[config.mk]
export PLATFORM = sky130hd
export DESIGN_NAME = plocfg_top
export DESIGN_NICKNAME = d
export VERILOG_FILES = /design/src/pkg/plocfg_pkg.sv /design/src/core/plocfg_top.sv
export SDC_FILE = /design/constraint.sdc
export NUM_CORES = 1
export LEC_CHECK = 0
export BUFFER_PORTS_ARGS = -buffer_cell sky130_fd_sc_hd__buf_2
export CAP_MARGIN = 30
export CORE_ASPECT_RATIO = 1.5
export CORE_MARGIN = 10
export CORE_UTILIZATION = 35
export DETAILED_ROUTE_END_ITERATION = 10
export GPL_ROUTABILITY_DRIVEN = 0
export PLACE_DENSITY = 0.52
export SYNTH_ARGS = -nofsm -noshare
export SYNTH_HDL_FRONTEND = slang
export SYNTH_SLANG_ARGS = --single-unit
[constraint.sdc]
create_clock -name clock -period 6.7 [get_ports clock]
set_input_delay 0.335 -clock clock [delete_from_list [all_inputs] [get_ports clock]]
set_output_delay 0.335 -clock clock [all_outputs]
set_load 0.01 [all_outputs]
[src/pkg/plocfg_pkg.sv]
package plocfg_pkg;

	// ==================================================================
	// Register map
	localparam logic [7:0] ADDR_PLL_ZERO_CONTROL      = 8'h20;
	localparam logic [7:0] ADDR_PLL_ONE_CONTROL      = 8'h24;
	localparam logic [7:0] ADDR_OSC0      = 8'h28;
	localparam logic [7:0] ADDR_OSC1      = 8'h2c;
	localparam logic [7:0] ADDR_OSC32     = 8'h30;
	localparam logic [7:0] ADDR_LIVE      = 8'h40;
	localparam logic [7:0] ADDR_IRQ_STAT  = 8'h44;
	localparam logic [7:0] ADDR_IRQ_MASK  = 8'h48;

	localparam logic [31:0] RST_PLL   = 32'h0000_0000;
	localparam logic [31:0] RST_OSC   = 32'h0000_0000;
	localparam logic [31:0] RST_OSC32 = 32'h0001_0000;

	// ==================================================================
	// Control fields
	localparam int PLL_EN_BIT    = 0;
	localparam int PLL_SRC_BIT   = 1;
	localparam int PLL_OPT_LSB   = 2;
	localparam int PLL_DIV_LSB   = 8;
	localparam int PLL_MUL_LSB   = 16;
	localparam int PLL_CNT_LSB   = 24;
	localparam int OPT_RANGE_BIT = 0;
	localparam int OPT_HALF_BIT  = 1;
	localparam int OPT_NOWIDE_BIT = 2;
	localparam int OSC_MODE_LSB  = 0;
	localparam int OSC_START_LSB = 8;
	localparam int O32_EN_BIT    = 0;
	localparam int O32_MODE_LSB  = 8;
	localparam int O32_START_LSB = 16;

	// Live status and interrupt bit positions
	localparam int ST_LOCK0  = 0;
	localparam int ST_LOCK1  = 1;
	localparam int ST_OSC0   = 7;
	localparam int ST_OSC1   = 8;
	localparam int ST_OSC32  = 9;
	localparam logic [31:0] IRQ_IMPL = 32'h0000_0383;

	// ==================================================================
	// Oscillator modes
	localparam logic [2:0] MODE_EXT_CLOCK  = 3'h0;
	localparam logic [2:0] MODE_FIRST_XTAL = 3'h4;
	localparam logic [2:0] MODE32_CRYSTAL  = 3'h1;

	// ==================================================================
	// Carriers
	typedef struct packed {
		logic       enable;
		logic       source_osc1;
		logic       low_vco_range;
		logic       out_half;
		logic       wide_band;
		logic [5:0] ratio_num;
		logic [3:0] ratio_den;
		logic [4:0] in_div;
	} plocfg_pll_t;

	typedef struct packed {
		logic       enable;
		logic       crystal_drive;
		logic [1:0] gain_step;
		logic       out_pin_free;
	} plocfg_osc_t;

endpackage

[src/core/plocfg_top.sv]
// Summary of operation
// - After PLL write or sleep re-enable, wait lock count slow cycles (one when the count is zero), then lock.
// - VCO ratio is (mul+1)/div, or 2*(mul+1) when div is zero.
// - PLL input is source when div zero, else source over twice div.
// - Option bit 1 set halves the PLL output; clear passes VCO frequency.
// - Option bit 0 picks VCO range: 0 high range, 1 low range.
// - Option bit 2 clear keeps wide bandwidth on; set turns it off.
// - Source bit picks oscillator 0 or 1; enable bit switches PLL.
// - Main oscillator start-up codes 0-6 give 0 to 16384 RC cycles.
// - Main mode 0 takes external clock, output pin free; 1-3 reserved.
// - Main modes 4-7 drive a crystal with four rising gain steps.
// - Slow oscillator start-up codes give 0 to 524288 RC cycles.
// - Slow mode 0 takes external clock, 1 drives crystal, rest reserved.
// - Slow oscillator control register resets only on power-on reset.
// - Slow oscillator enable bit stops or runs that oscillator.
// - Rising edge of live lock sets the sticky lock interrupt flag.
`timescale 1ns/10ps
`default_nettype none

module plocfg_top
	import plocfg_pkg::*;
#(
	parameter int STARTUP_SHIFT = 0
) (
	// Clock and resets
	input  wire logic          clock,
	input  wire logic          resetn,
	input  wire logic          por_resetn,
	// Register port
	input  wire logic [7:0]    addr,
	input  wire logic [31:0]   wdata,
	input  wire logic          write,
	input  wire logic          read,
	output logic [31:0]        rdata,
	// Slow clock, RC clock and power events
	input  wire logic          slow_clock_pin,
	input  wire logic          rc_clock_pin,
	input  wire logic          sleep_exit,
	input  wire logic [1:0]    main_osc_enable,
	// Analog controls
	output plocfg_pll_t [1:0]  pll_cfg,
	output plocfg_osc_t [1:0]  main_osc_cfg,
	output plocfg_osc_t        slow_osc_cfg,
	// Status
	output logic [1:0]         loop_locked_flag,
	output logic [2:0]         osc_ready,
	output logic               irq
);

	// ==================================================================
	// Helpers
	function automatic logic [19:0] main_startup(input logic [2:0] code);
		unique case (code)
			3'h0: main_startup = 20'h00000;
			3'h1: main_startup = 20'h00040;
			3'h2: main_startup = 20'h00080;
			3'h3: main_startup = 20'h00800;
			3'h4: main_startup = 20'h01000;
			3'h5: main_startup = 20'h02000;
			3'h6: main_startup = 20'h04000;
			// Reserved code 7 falls back to the longest wait, the safe side
			default: main_startup = 20'h04000;
		endcase
	endfunction

	function automatic logic [19:0] slow_startup(input logic [2:0] code);
		unique case (code)
			3'h0: slow_startup = 20'h00000;
			3'h1: slow_startup = 20'h00080;
			3'h2: slow_startup = 20'h02000;
			3'h3: slow_startup = 20'h04000;
			3'h4: slow_startup = 20'h10000;
			3'h5: slow_startup = 20'h20000;
			3'h6: slow_startup = 20'h40000;
			3'h7: slow_startup = 20'h80000;
		endcase
	endfunction

	function automatic plocfg_osc_t main_decode(input logic en, input logic [2:0] mode);
		plocfg_osc_t o;
		o = '0;
		o.enable        = en;
		o.crystal_drive = en && (mode >= MODE_FIRST_XTAL);
		o.gain_step     = mode[1:0];
		// Reserved modes keep the crystal amplifier off
		o.out_pin_free  = (mode < MODE_FIRST_XTAL);
		return o;
	endfunction

	// Ratio and divider fields handed to the analog loop
	function automatic plocfg_pll_t pll_decode(input logic [31:0] r);
		plocfg_pll_t p;
		logic [3:0]  div_code;
		logic [4:0]  mul_plus;
		p        = '0;
		div_code = r[PLL_DIV_LSB +: 4];
		mul_plus = {1'b0, r[PLL_MUL_LSB +: 4]} + 5'h01;
		p.enable        = r[PLL_EN_BIT];
		p.source_osc1   = r[PLL_SRC_BIT];
		p.low_vco_range = r[PLL_OPT_LSB + OPT_RANGE_BIT];
		p.out_half      = r[PLL_OPT_LSB + OPT_HALF_BIT];
		p.wide_band     = !r[PLL_OPT_LSB + OPT_NOWIDE_BIT];
		if (div_code == 4'h0) begin
			// Zero divide doubles the ratio and bypasses the input divider
			p.ratio_num = {mul_plus, 1'b0};
			p.ratio_den = 4'h1;
			p.in_div    = 5'h01;
		end else begin
			p.ratio_num = {1'b0, mul_plus};
			p.ratio_den = div_code;
			p.in_div    = {div_code, 1'b0};
		end
		// Multiply factor 0 or 1 is passed through; software avoids it
		return p;
	endfunction

	// ==================================================================
	// Registers
	logic [31:0] pll_reg [2];
	logic [31:0] osc_reg [2];
	logic [31:0] osc32_reg;
	logic [31:0] irq_stat;
	logic [31:0] irq_mask;
	logic [31:0] live;
	logic [31:0] next_rdata;

	always_ff @(posedge clock or negedge resetn) begin
		if (!resetn) begin
			pll_reg[0] <= RST_PLL;
			pll_reg[1] <= RST_PLL;
			osc_reg[0] <= RST_OSC;
			osc_reg[1] <= RST_OSC;
			irq_mask   <= '0;
		end else if (write) begin
			unique case (addr)
				ADDR_PLL_ZERO_CONTROL:     pll_reg[0] <= wdata;
				ADDR_PLL_ONE_CONTROL:     pll_reg[1] <= wdata;
				ADDR_OSC0:     osc_reg[0] <= wdata;
				ADDR_OSC1:     osc_reg[1] <= wdata;
				ADDR_IRQ_MASK: irq_mask   <= wdata & IRQ_IMPL;
				default: ;
			endcase
		end
	end

	// Survives every reset but power-on
	always_ff @(posedge clock or negedge por_resetn) begin
		if (!por_resetn) begin
			osc32_reg <= RST_OSC32;
		end else if (write && addr == ADDR_OSC32) begin
			osc32_reg <= wdata;
		end
	end

	always_comb begin
		unique case (addr)
			ADDR_PLL_ZERO_CONTROL:     next_rdata = pll_reg[0];
			ADDR_PLL_ONE_CONTROL:     next_rdata = pll_reg[1];
			ADDR_OSC0:     next_rdata = osc_reg[0];
			ADDR_OSC1:     next_rdata = osc_reg[1];
			ADDR_OSC32:    next_rdata = osc32_reg;
			ADDR_LIVE:     next_rdata = live;
			ADDR_IRQ_STAT: next_rdata = irq_stat;
			ADDR_IRQ_MASK: next_rdata = irq_mask;
			default:       next_rdata = '0;
		endcase
	end

	always_ff @(posedge clock or negedge resetn) begin
		if (!resetn) begin
			rdata <= '0;
		end else begin
			rdata <= read ? next_rdata : '0;
		end
	end

	// ==================================================================
	// Pin synchronisers and tick detection
	logic [2:0] slow_sync;
	logic [2:0] rc_sync;
	logic       slow_tick;
	logic       rc_tick;

	always_ff @(posedge clock or negedge resetn) begin
		if (!resetn) begin
			slow_sync <= '0;
			rc_sync   <= '0;
		end else begin
			slow_sync <= {slow_sync[1:0], slow_clock_pin};
			rc_sync   <= {rc_sync[1:0], rc_clock_pin};
		end
	end

	assign slow_tick = slow_sync[1] && !slow_sync[2];
	assign rc_tick   = rc_sync[1] && !rc_sync[2];

	// ==================================================================
	// PLL lock timing
	logic [5:0] lock_cnt [2];
	logic [1:0] lock_wait;
	logic [1:0] pll_hit;

	assign pll_hit = {write && addr == ADDR_PLL_ONE_CONTROL, write && addr == ADDR_PLL_ZERO_CONTROL};

	always_ff @(posedge clock or negedge resetn) begin
		if (!resetn) begin
			lock_cnt[0]      <= '0;
			lock_cnt[1]      <= '0;
			lock_wait        <= '0;
			loop_locked_flag <= '0;
		end else begin
			for (int i = 0; i < 2; i++) begin
				if (pll_hit[i]) begin
					// Enable taken from the incoming word, so the enabling write arms
					lock_cnt[i]         <= wdata[PLL_CNT_LSB +: 6];
					lock_wait[i]        <= wdata[PLL_EN_BIT];
					loop_locked_flag[i] <= 1'b0;
				end else if (!pll_reg[i][PLL_EN_BIT]) begin
					lock_wait[i]        <= 1'b0;
					loop_locked_flag[i] <= 1'b0;
				end else if (sleep_exit) begin
					lock_cnt[i]         <= pll_reg[i][PLL_CNT_LSB +: 6];
					lock_wait[i]        <= 1'b1;
					loop_locked_flag[i] <= 1'b0;
				end else if (lock_wait[i] && slow_tick) begin
					lock_cnt[i] <= lock_cnt[i] - 6'h01;
					if (lock_cnt[i] <= 6'h01) begin
						lock_wait[i]        <= 1'b0;
						loop_locked_flag[i] <= 1'b1;
					end
				end
			end
		end
	end

	// ==================================================================
	// Oscillator start-up timing
	logic [19:0] start_cnt [3];
	logic [2:0]  start_armed;
	logic [2:0]  osc_on;
	logic [19:0] start_len [3];

	always_comb begin
		osc_on       = {osc32_reg[O32_EN_BIT], main_osc_enable};
		start_len[0] = main_startup(osc_reg[0][OSC_START_LSB +: 3]) >> STARTUP_SHIFT;
		start_len[1] = main_startup(osc_reg[1][OSC_START_LSB +: 3]) >> STARTUP_SHIFT;
		start_len[2] = slow_startup(osc32_reg[O32_START_LSB +: 3]) >> STARTUP_SHIFT;
	end

	always_ff @(posedge clock or negedge resetn) begin
		if (!resetn) begin
			for (int i = 0; i < 3; i++)
				start_cnt[i] <= '0;
			start_armed <= '0;
			osc_ready   <= '0;
		end else begin
			for (int i = 0; i < 3; i++) begin
				if (!osc_on[i]) begin
					start_armed[i] <= 1'b0;
					osc_ready[i]   <= 1'b0;
				end else if (!start_armed[i]) begin
					start_cnt[i]   <= start_len[i];
					start_armed[i] <= 1'b1;
				end else if (start_cnt[i] == '0) begin
					osc_ready[i] <= 1'b1;
				end else if (rc_tick) begin
					start_cnt[i] <= start_cnt[i] - 20'h00001;
				end
			end
		end
	end

	// ==================================================================
	// Live status and sticky interrupt flags
	logic [31:0] live_q;
	logic [31:0] rise;

	always_comb begin
		live            = '0;
		live[ST_LOCK0]  = loop_locked_flag[0];
		live[ST_LOCK1]  = loop_locked_flag[1];
		live[ST_OSC0]   = osc_ready[0];
		live[ST_OSC1]   = osc_ready[1];
		live[ST_OSC32]  = osc_ready[2];
		rise            = live & ~live_q;
	end

	always_ff @(posedge clock or negedge resetn) begin
		if (!resetn) begin
			live_q   <= '0;
			irq_stat <= '0;
		end else begin
			live_q <= live;
			// A set in the clearing cycle wins
			if (write && addr == ADDR_IRQ_STAT)
				irq_stat <= (irq_stat & ~wdata) | rise;
			else
				irq_stat <= irq_stat | rise;
		end
	end

	// Registered so the pin never glitches while status bits settle
	always_ff @(posedge clock or negedge resetn) begin
		if (!resetn) begin
			irq <= 1'b0;
		end else begin
			irq <= |(irq_stat & irq_mask);
		end
	end

	// ==================================================================
	// Analog control outputs
	always_ff @(posedge clock or negedge resetn) begin
		if (!resetn) begin
			pll_cfg <= '0;
		end else begin
			for (int i = 0; i < 2; i++)
				pll_cfg[i] <= pll_decode(pll_reg[i]);
		end
	end

	// Crystal drive follows the live enable, not only the register
	always_ff @(posedge clock or negedge resetn) begin
		if (!resetn) begin
			main_osc_cfg <= '0;
		end else begin
			for (int i = 0; i < 2; i++)
				main_osc_cfg[i] <= main_decode(main_osc_enable[i],
					osc_reg[i][OSC_MODE_LSB +: 3]);
		end
	end

	always_ff @(posedge clock or negedge resetn) begin
		if (!resetn) begin
			slow_osc_cfg <= '0;
		end else begin
			slow_osc_cfg.enable        <= osc32_reg[O32_EN_BIT];
			slow_osc_cfg.crystal_drive <= osc32_reg[O32_EN_BIT]
				&& (osc32_reg[O32_MODE_LSB +: 3] == MODE32_CRYSTAL);
			slow_osc_cfg.gain_step     <= 2'h0;
			slow_osc_cfg.out_pin_free  <= (osc32_reg[O32_MODE_LSB +: 3] != MODE32_CRYSTAL);
		end
	end

endmodule // plocfg_top

`default_nettype wire

# ---- Word-level counts from Yosys, hierarchy flattened
# Memory sizes are Yosys's and may differ from the RTL's.
# Cells that the tools add are included.
dict set report classes {
  bitwise 7
  n_eq_ne 36
  n_lt_le_gt_ge 6
  muxes 56
  add_sub_neg 7
  reduce_logical 42
}
# operator count
set op_table {}
lappend op_table {{$pmux 32 s8} 1}
lappend op_table {{$mux 20} 9}
lappend op_table {{$pmux 15 s6} 2}
lappend op_table {{$mux 32} 2}
lappend op_table {{$or 32x32->32} 2}
lappend op_table {{$logic_not 20->1} 3}
lappend op_table {{$sub 20x1->20 const B} 3}
lappend op_table {{$mux 6} 8}
lappend op_table {{$eq 8x6->1 const B} 5}
lappend op_table {{$and 10x32->32} 1}
lappend op_table {{$and 32x10->32} 1}
lappend op_table {{$and 32x32->32} 1}
lappend op_table {{$mux 1} 32}
lappend op_table {{$not 10->32} 1}
lappend op_table {{$not 32->32} 1}
lappend op_table {{$reduce_or 32->1} 1}
lappend op_table {{$mux 15} 2}
lappend op_table {{$eq 8x7->1 const B} 3}
lappend op_table {{$reduce_and 2->1} 12}
lappend op_table {{$ne 4x2->1 const B} 4}
lappend op_table {{$eq 3x2->1 const B} 4}
lappend op_table {{$eq 3x3->1 const B} 4}
lappend op_table {{$le 6x1->1 const B} 2}
lappend op_table {{$ne 2x1->1 const B} 6}
lappend op_table {{other kinds (14)} 44}
dict set report totals {
  out_inout_bits 93
  ff_bits 376
  memories 1
  wordCells 207
  romBits 56
  input_bits 50
}
# memory words width rd rd_clocked_by_memory_dff wr line_no
set memory_table {}
lappend memory_table {{(name not given)} 8 7 1 0 0 plocfg_top.sv:67} ;# unique case (code)

# ---- Longest topological paths before layout
dict set report depth {
  word_depth 7
  ltp_mapped 9
  depth_no_buf 7
}

# ---- Worst setup path after synthesis
# OpenSTA, ideal clock, no wires.
dict set report synth_timing {
  path_kind {input port to flip-flop}
  startpoint {input port addr[4]}
  endpoint {register osc_reg[21] (netlist name)}
  n_path_buf 1
  t_arrival_ps 1991
  path_slack_ps 4584
  required_ps 6575
  path_stages 6
  setup_ps 125
  path_cell_list {or4b_4 nor3_4 nand3_2 nor2_4 buf_4 mux2_2}
}
dict set report synth_between {
  elab_chain_len 2
}
# element line_no
set synth_lines {}
lappend synth_lines {{start, declared} plocfg_top.sv:30} ;# input wire logic [7:0] addr,
lappend synth_lines {{$eq 8x6->1} plocfg_top.sv:135} ;# unique case (addr)
lappend synth_lines {{$reduce_and 2->1 (no source line)} -}
lappend synth_lines {{end, declared} plocfg_top.sv:120} ;# logic [31:0] osc_reg [2];
# Every way passes these cells.
# A chain may end at the register's enable or synchronous reset.

# ---- Worst setup path after layout
dict set report layout_timing {
  startpoint {input port addr[3]}
  endpoint {register lock_wait[0]}
}
dict set report layout_between {
  elab_chain_len 4
  elab_cells_between_ends 6
  classes_between {eq/ne: 3; mux: 1; reduce/logical: 2}
}
# element line_no
set layout_lines {}
lappend layout_lines {{$eq 8x6->1 (*)} plocfg_top.sv:203} ;# assign pll_hit = {write && addr == ADDR_PLL_ONE_CONTROL, write && addr == ADDR_PLL_ZERO_CONTROL};
lappend layout_lines {{$logic_and 1x1->1 (*)} plocfg_top.sv:203}
lappend layout_lines {{$ne 4x2->1 (no source line)} -}
lappend layout_lines {{$reduce_and 2->1 (no source line)} -}
lappend layout_lines {{end signal, assigned by index} plocfg_top.sv:216} ;# lock_wait[i] <= wdata[PLL_EN_BIT];
lappend layout_lines {{end, declared} plocfg_top.sv:200} ;# logic [1:0] lock_wait;
# Mark *: on every way between the ends. The rest lies on a longest branch, timed or not.

==> flow_metrics.py <==
metrics = {
    "status": {
        "status": "finished, final reports clean",
    },
    "placement": {
        "dp_hpwl_mm": 32.5,
        "portBuffers": 140,
        "dp.cells": 2183,
    },
    "die": {
        "die_h_um": 286,
        "io_pins": 143,
        "core_um2": 46600,
        "dieArea_um2": 56300,
        "die_w_um": 197,
        "rows": 97,
        "start_util_pct": 35.3,
    },
    "worst_setup_path": {
        "cp-start-kind": "input pin",
        "worstPathRequired_ns": 7.12,
        "crit_path_max_fanout": 36,
        "end_kind": "flop",
        "worst-setup-path-type": "in -> reg",
        "worstPathArrival_ns": 3.33,
    },
    "yosys": {
        "ys_warn_count": 0,
        "synthCells": 1529,
        "synth_edf_count": 0,
        "avgSynthCellArea_um2": 10.8,
        "synth-seq-cells": 367,
        "ys_types": 81,
        "ys.flop_type": "dfrtp_1",
        "syn_area_um2": 16500,
        "yosysSeqAreaShare_pct": 55.8,
        "async_flop_share_pct": 100,
    },
    "cells_and_area": {
        "final_common_cell": "dfrtp_1",
        "drive_gt1_share_pct": 22.9,
        "area_growth_pct": 15.8,
        "final_cell_mix": "dfrtp_1, nand2_1, buf_2",
        "fin_cells": 2259,
        "fillers": 4545,
        "fin_nets": 1699,
    },
    "pwr": {
        "peakVddDrop_mv": 0.150,
        "leakage_nw": 8.95,
        "powerDensity_nw_per_um2": 311,
        "intPower_w": 0.00415,
        "seq_power_share_pct": 44.7,
        "netSwitchingPower_w": 0.00177,
        "pwr-share-comb_pct": 17.6,
        "power.share.clock_pct": 37.7,
        "switching_share_pct": 29.9,
    },
    "clock_tree": {
        "cts_buffer_depth": 3,
        "cts_buffers": 38,
        "htree_num_levels": 2,
        "tritoncts": "yes",
        "post_cts_resized": 0,
        "cts.sinks": 367,
        "clk_pin_slew_worst_paths_ns": 0.06,
        "root_buffer": "clkbuf_16",
        "clk-insertion-delay-late_ns": 0.54,
    },
    "grt": {
        "gr-usage-all-layers_pct": 17.1,
        "grt_overflow_total": 0,
        "grt_pass1_wl_mm": 75.9,
        "grt_pass1_vias": 12691,
        "grt_max_degree": 161,
        "antenna_found_initial": 5,
    },
    "sta": {
        "tightest_slew_ns": 1.04,
        "relSlewSlack_pct": 30.6,
        "max_freq_mhz": 343,
        "finalHoldViolCount": 0,
        "slew_violations": 0,
        "period_share_pct": 43.6,
        "finalSetupViolCount": 0,
        "skew_ns": 0.0105,
        "tns_ns": 0,
        "layout_min_cycle_time_ns": 2.92,
        "grt_setup_unrepaired": "false",
    },
    "routing": {
        "drt-pass1-iter-count": 5,
        "drc": 0,
        "routed_wl_mm": 48.1,
        "ant_nets": 0,
        "wire_per_inst_um": 21.3,
        "viasPerCell": 5.41,
        "vias": 12229,
        "drtIter0Drc": 846,
    },
    "flow_run": {
        "maxCapViolCount": 0,
    },
    "hold_path": {
        "min_path_type": "in -> reg",
    },
}
[repair_timing]
action,CTS,global route
endpoints found under the hold margin,137,0
hold buffers,6,0
setup buffers,0,0
[critical path: stages]
cell     delay, ns
buf_2         0.20
or4_1         0.63
nor2_4        0.86
nand2_2       0.83
nand2_1       0.34
o21ai_0       0.12
[power by group through the flow]
stage                     combinational, W  sequential [W]  clock [W]
final                              0.00104         0.00265    0.00223
after detailed placement           0.00104         0.00269          0
after global placement             0.00102         0.00268          0
after global routing               0.00119         0.00268    0.00237
after CTS                          0.00105         0.00265    0.00229
after floorplan                   0.000745         0.00263          0
[routing by layer]
layer	vias up	global-route usage (%)	part of all wire, %
met4	6	5.96	3.0
met2	306	29.6	51
met1	6140	20.9	41
met3	84	2.99	5.2
met5	-	0	0.077
li1	5693	-	-
[path summary, 6_finish.rpt]
check / start / to / slack, ns / cells past startpoint
max: addr[3] / lock_wait[0] / 3.78 / 6
min: wdata[5] / pll_reg[37] / 0.07 / 3
max reg2reg: start_armed[0] / start_cnt[43] / 4.02 / 5
min reg2reg: slow_sync[0] / slow_sync[1] / 0.35 / 0
max in group asynchronous: resetn / pll_reg[17] / 4.83 / 3
min in group asynchronous: resetn / start_cnt[5] / 0.42 / 2
[logic make-up (layout without fill, tap and decap cells)]
family / after synthesis / in the layout / share of synthesized area (%)
AND/OR/NAND/NOR: 507 / 507 / 15.1
multiplexers: 136 / 136 / 9.27
buffers and inverters: 128 / 261 / 3.57
AO/OA/AOI/OAI: 366 / 366 / 14.7
adder cells (fa/ha/maj): 12 / 12 / 0.912
other: 1 / 4 / 0.0228
XOR/XNOR: 12 / 12 / 0.638
flip-flops: 367 / 367 / 55.8
[synth_stat cells, types with 6 or more instances]
cell | number | share of area, %
clkbuf_1 | 56 | 1.3
buf_4 | 16 | 0.73
nand3_1 | 22 | 0.67
and2_1 | 7 | 0.27
a31oi_1 | 19 | 0.72
nand2b_1 | 11 | 0.42
nor4b_1 | 8 | 0.43
a21oi_1 | 98 | 3.0
or4_1 | 14 | 0.64
nand2_1 | 244 | 5.6
a22oi_1 | 63 | 2.9
dfrtp_1 | 366 | 56
nor2b_1 | 10 | 0.38
buf_2 | 20 | 0.61
ha_1 | 12 | 0.91
o211ai_1 | 6 | 0.27
nor4_1 | 11 | 0.42
o21a_1 | 7 | 0.32
nor2_1 | 86 | 2.0
and3_1 | 9 | 0.34
a21boi_0 | 28 | 1.3
xnor2_1 | 8 | 0.43
o31a_1 | 7 | 0.37
a22o_1 | 6 | 0.32
o21ai_0 | 62 | 1.9
nor3_1 | 24 | 0.73
inv_1 | 30 | 0.68
or3_1 | 13 | 0.49
nand4_1 | 10 | 0.38
mux2_2 | 128 | 8.8
o31ai_1 | 14 | 0.64
[area by class of cell]
class,instances,area [um^2],area share (%)
sequential,367,9190,48.2
multi-input combinational,1035,6740,35.3
clock buffer,50,1110,5.81
timing repair buffer,163,983,5.16
tap,594,743,3.90
clock inverter,16,194,1.02
inverter,32,120,0.630
antenna,2,5.00,0.0262
[per-stage QoR]
step / hold slack [ns] / util (%) / cell area, um^2 / total power, W / worst slack (ns)
floorplan: 0.0394 / - / 16500 / 0.00338 / 4.58
global placement: 0.334 / 37.8 / 17600 / 0.00370 / 3.20
detailed placement: 0.341 / 37.9 / 17700 / 0.00372 / 3.20
CTS: 0.0445 / 40.8 / 19000 / 0.00599 / 3.80
global route: 0.0692 / 40.9 / 19100 / 0.00623 / 3.55
finish: 0.0723 / 40.9 / 19100 / 0.00593 / 3.78
Note: power is estimated with default switching activity, not from simulation.
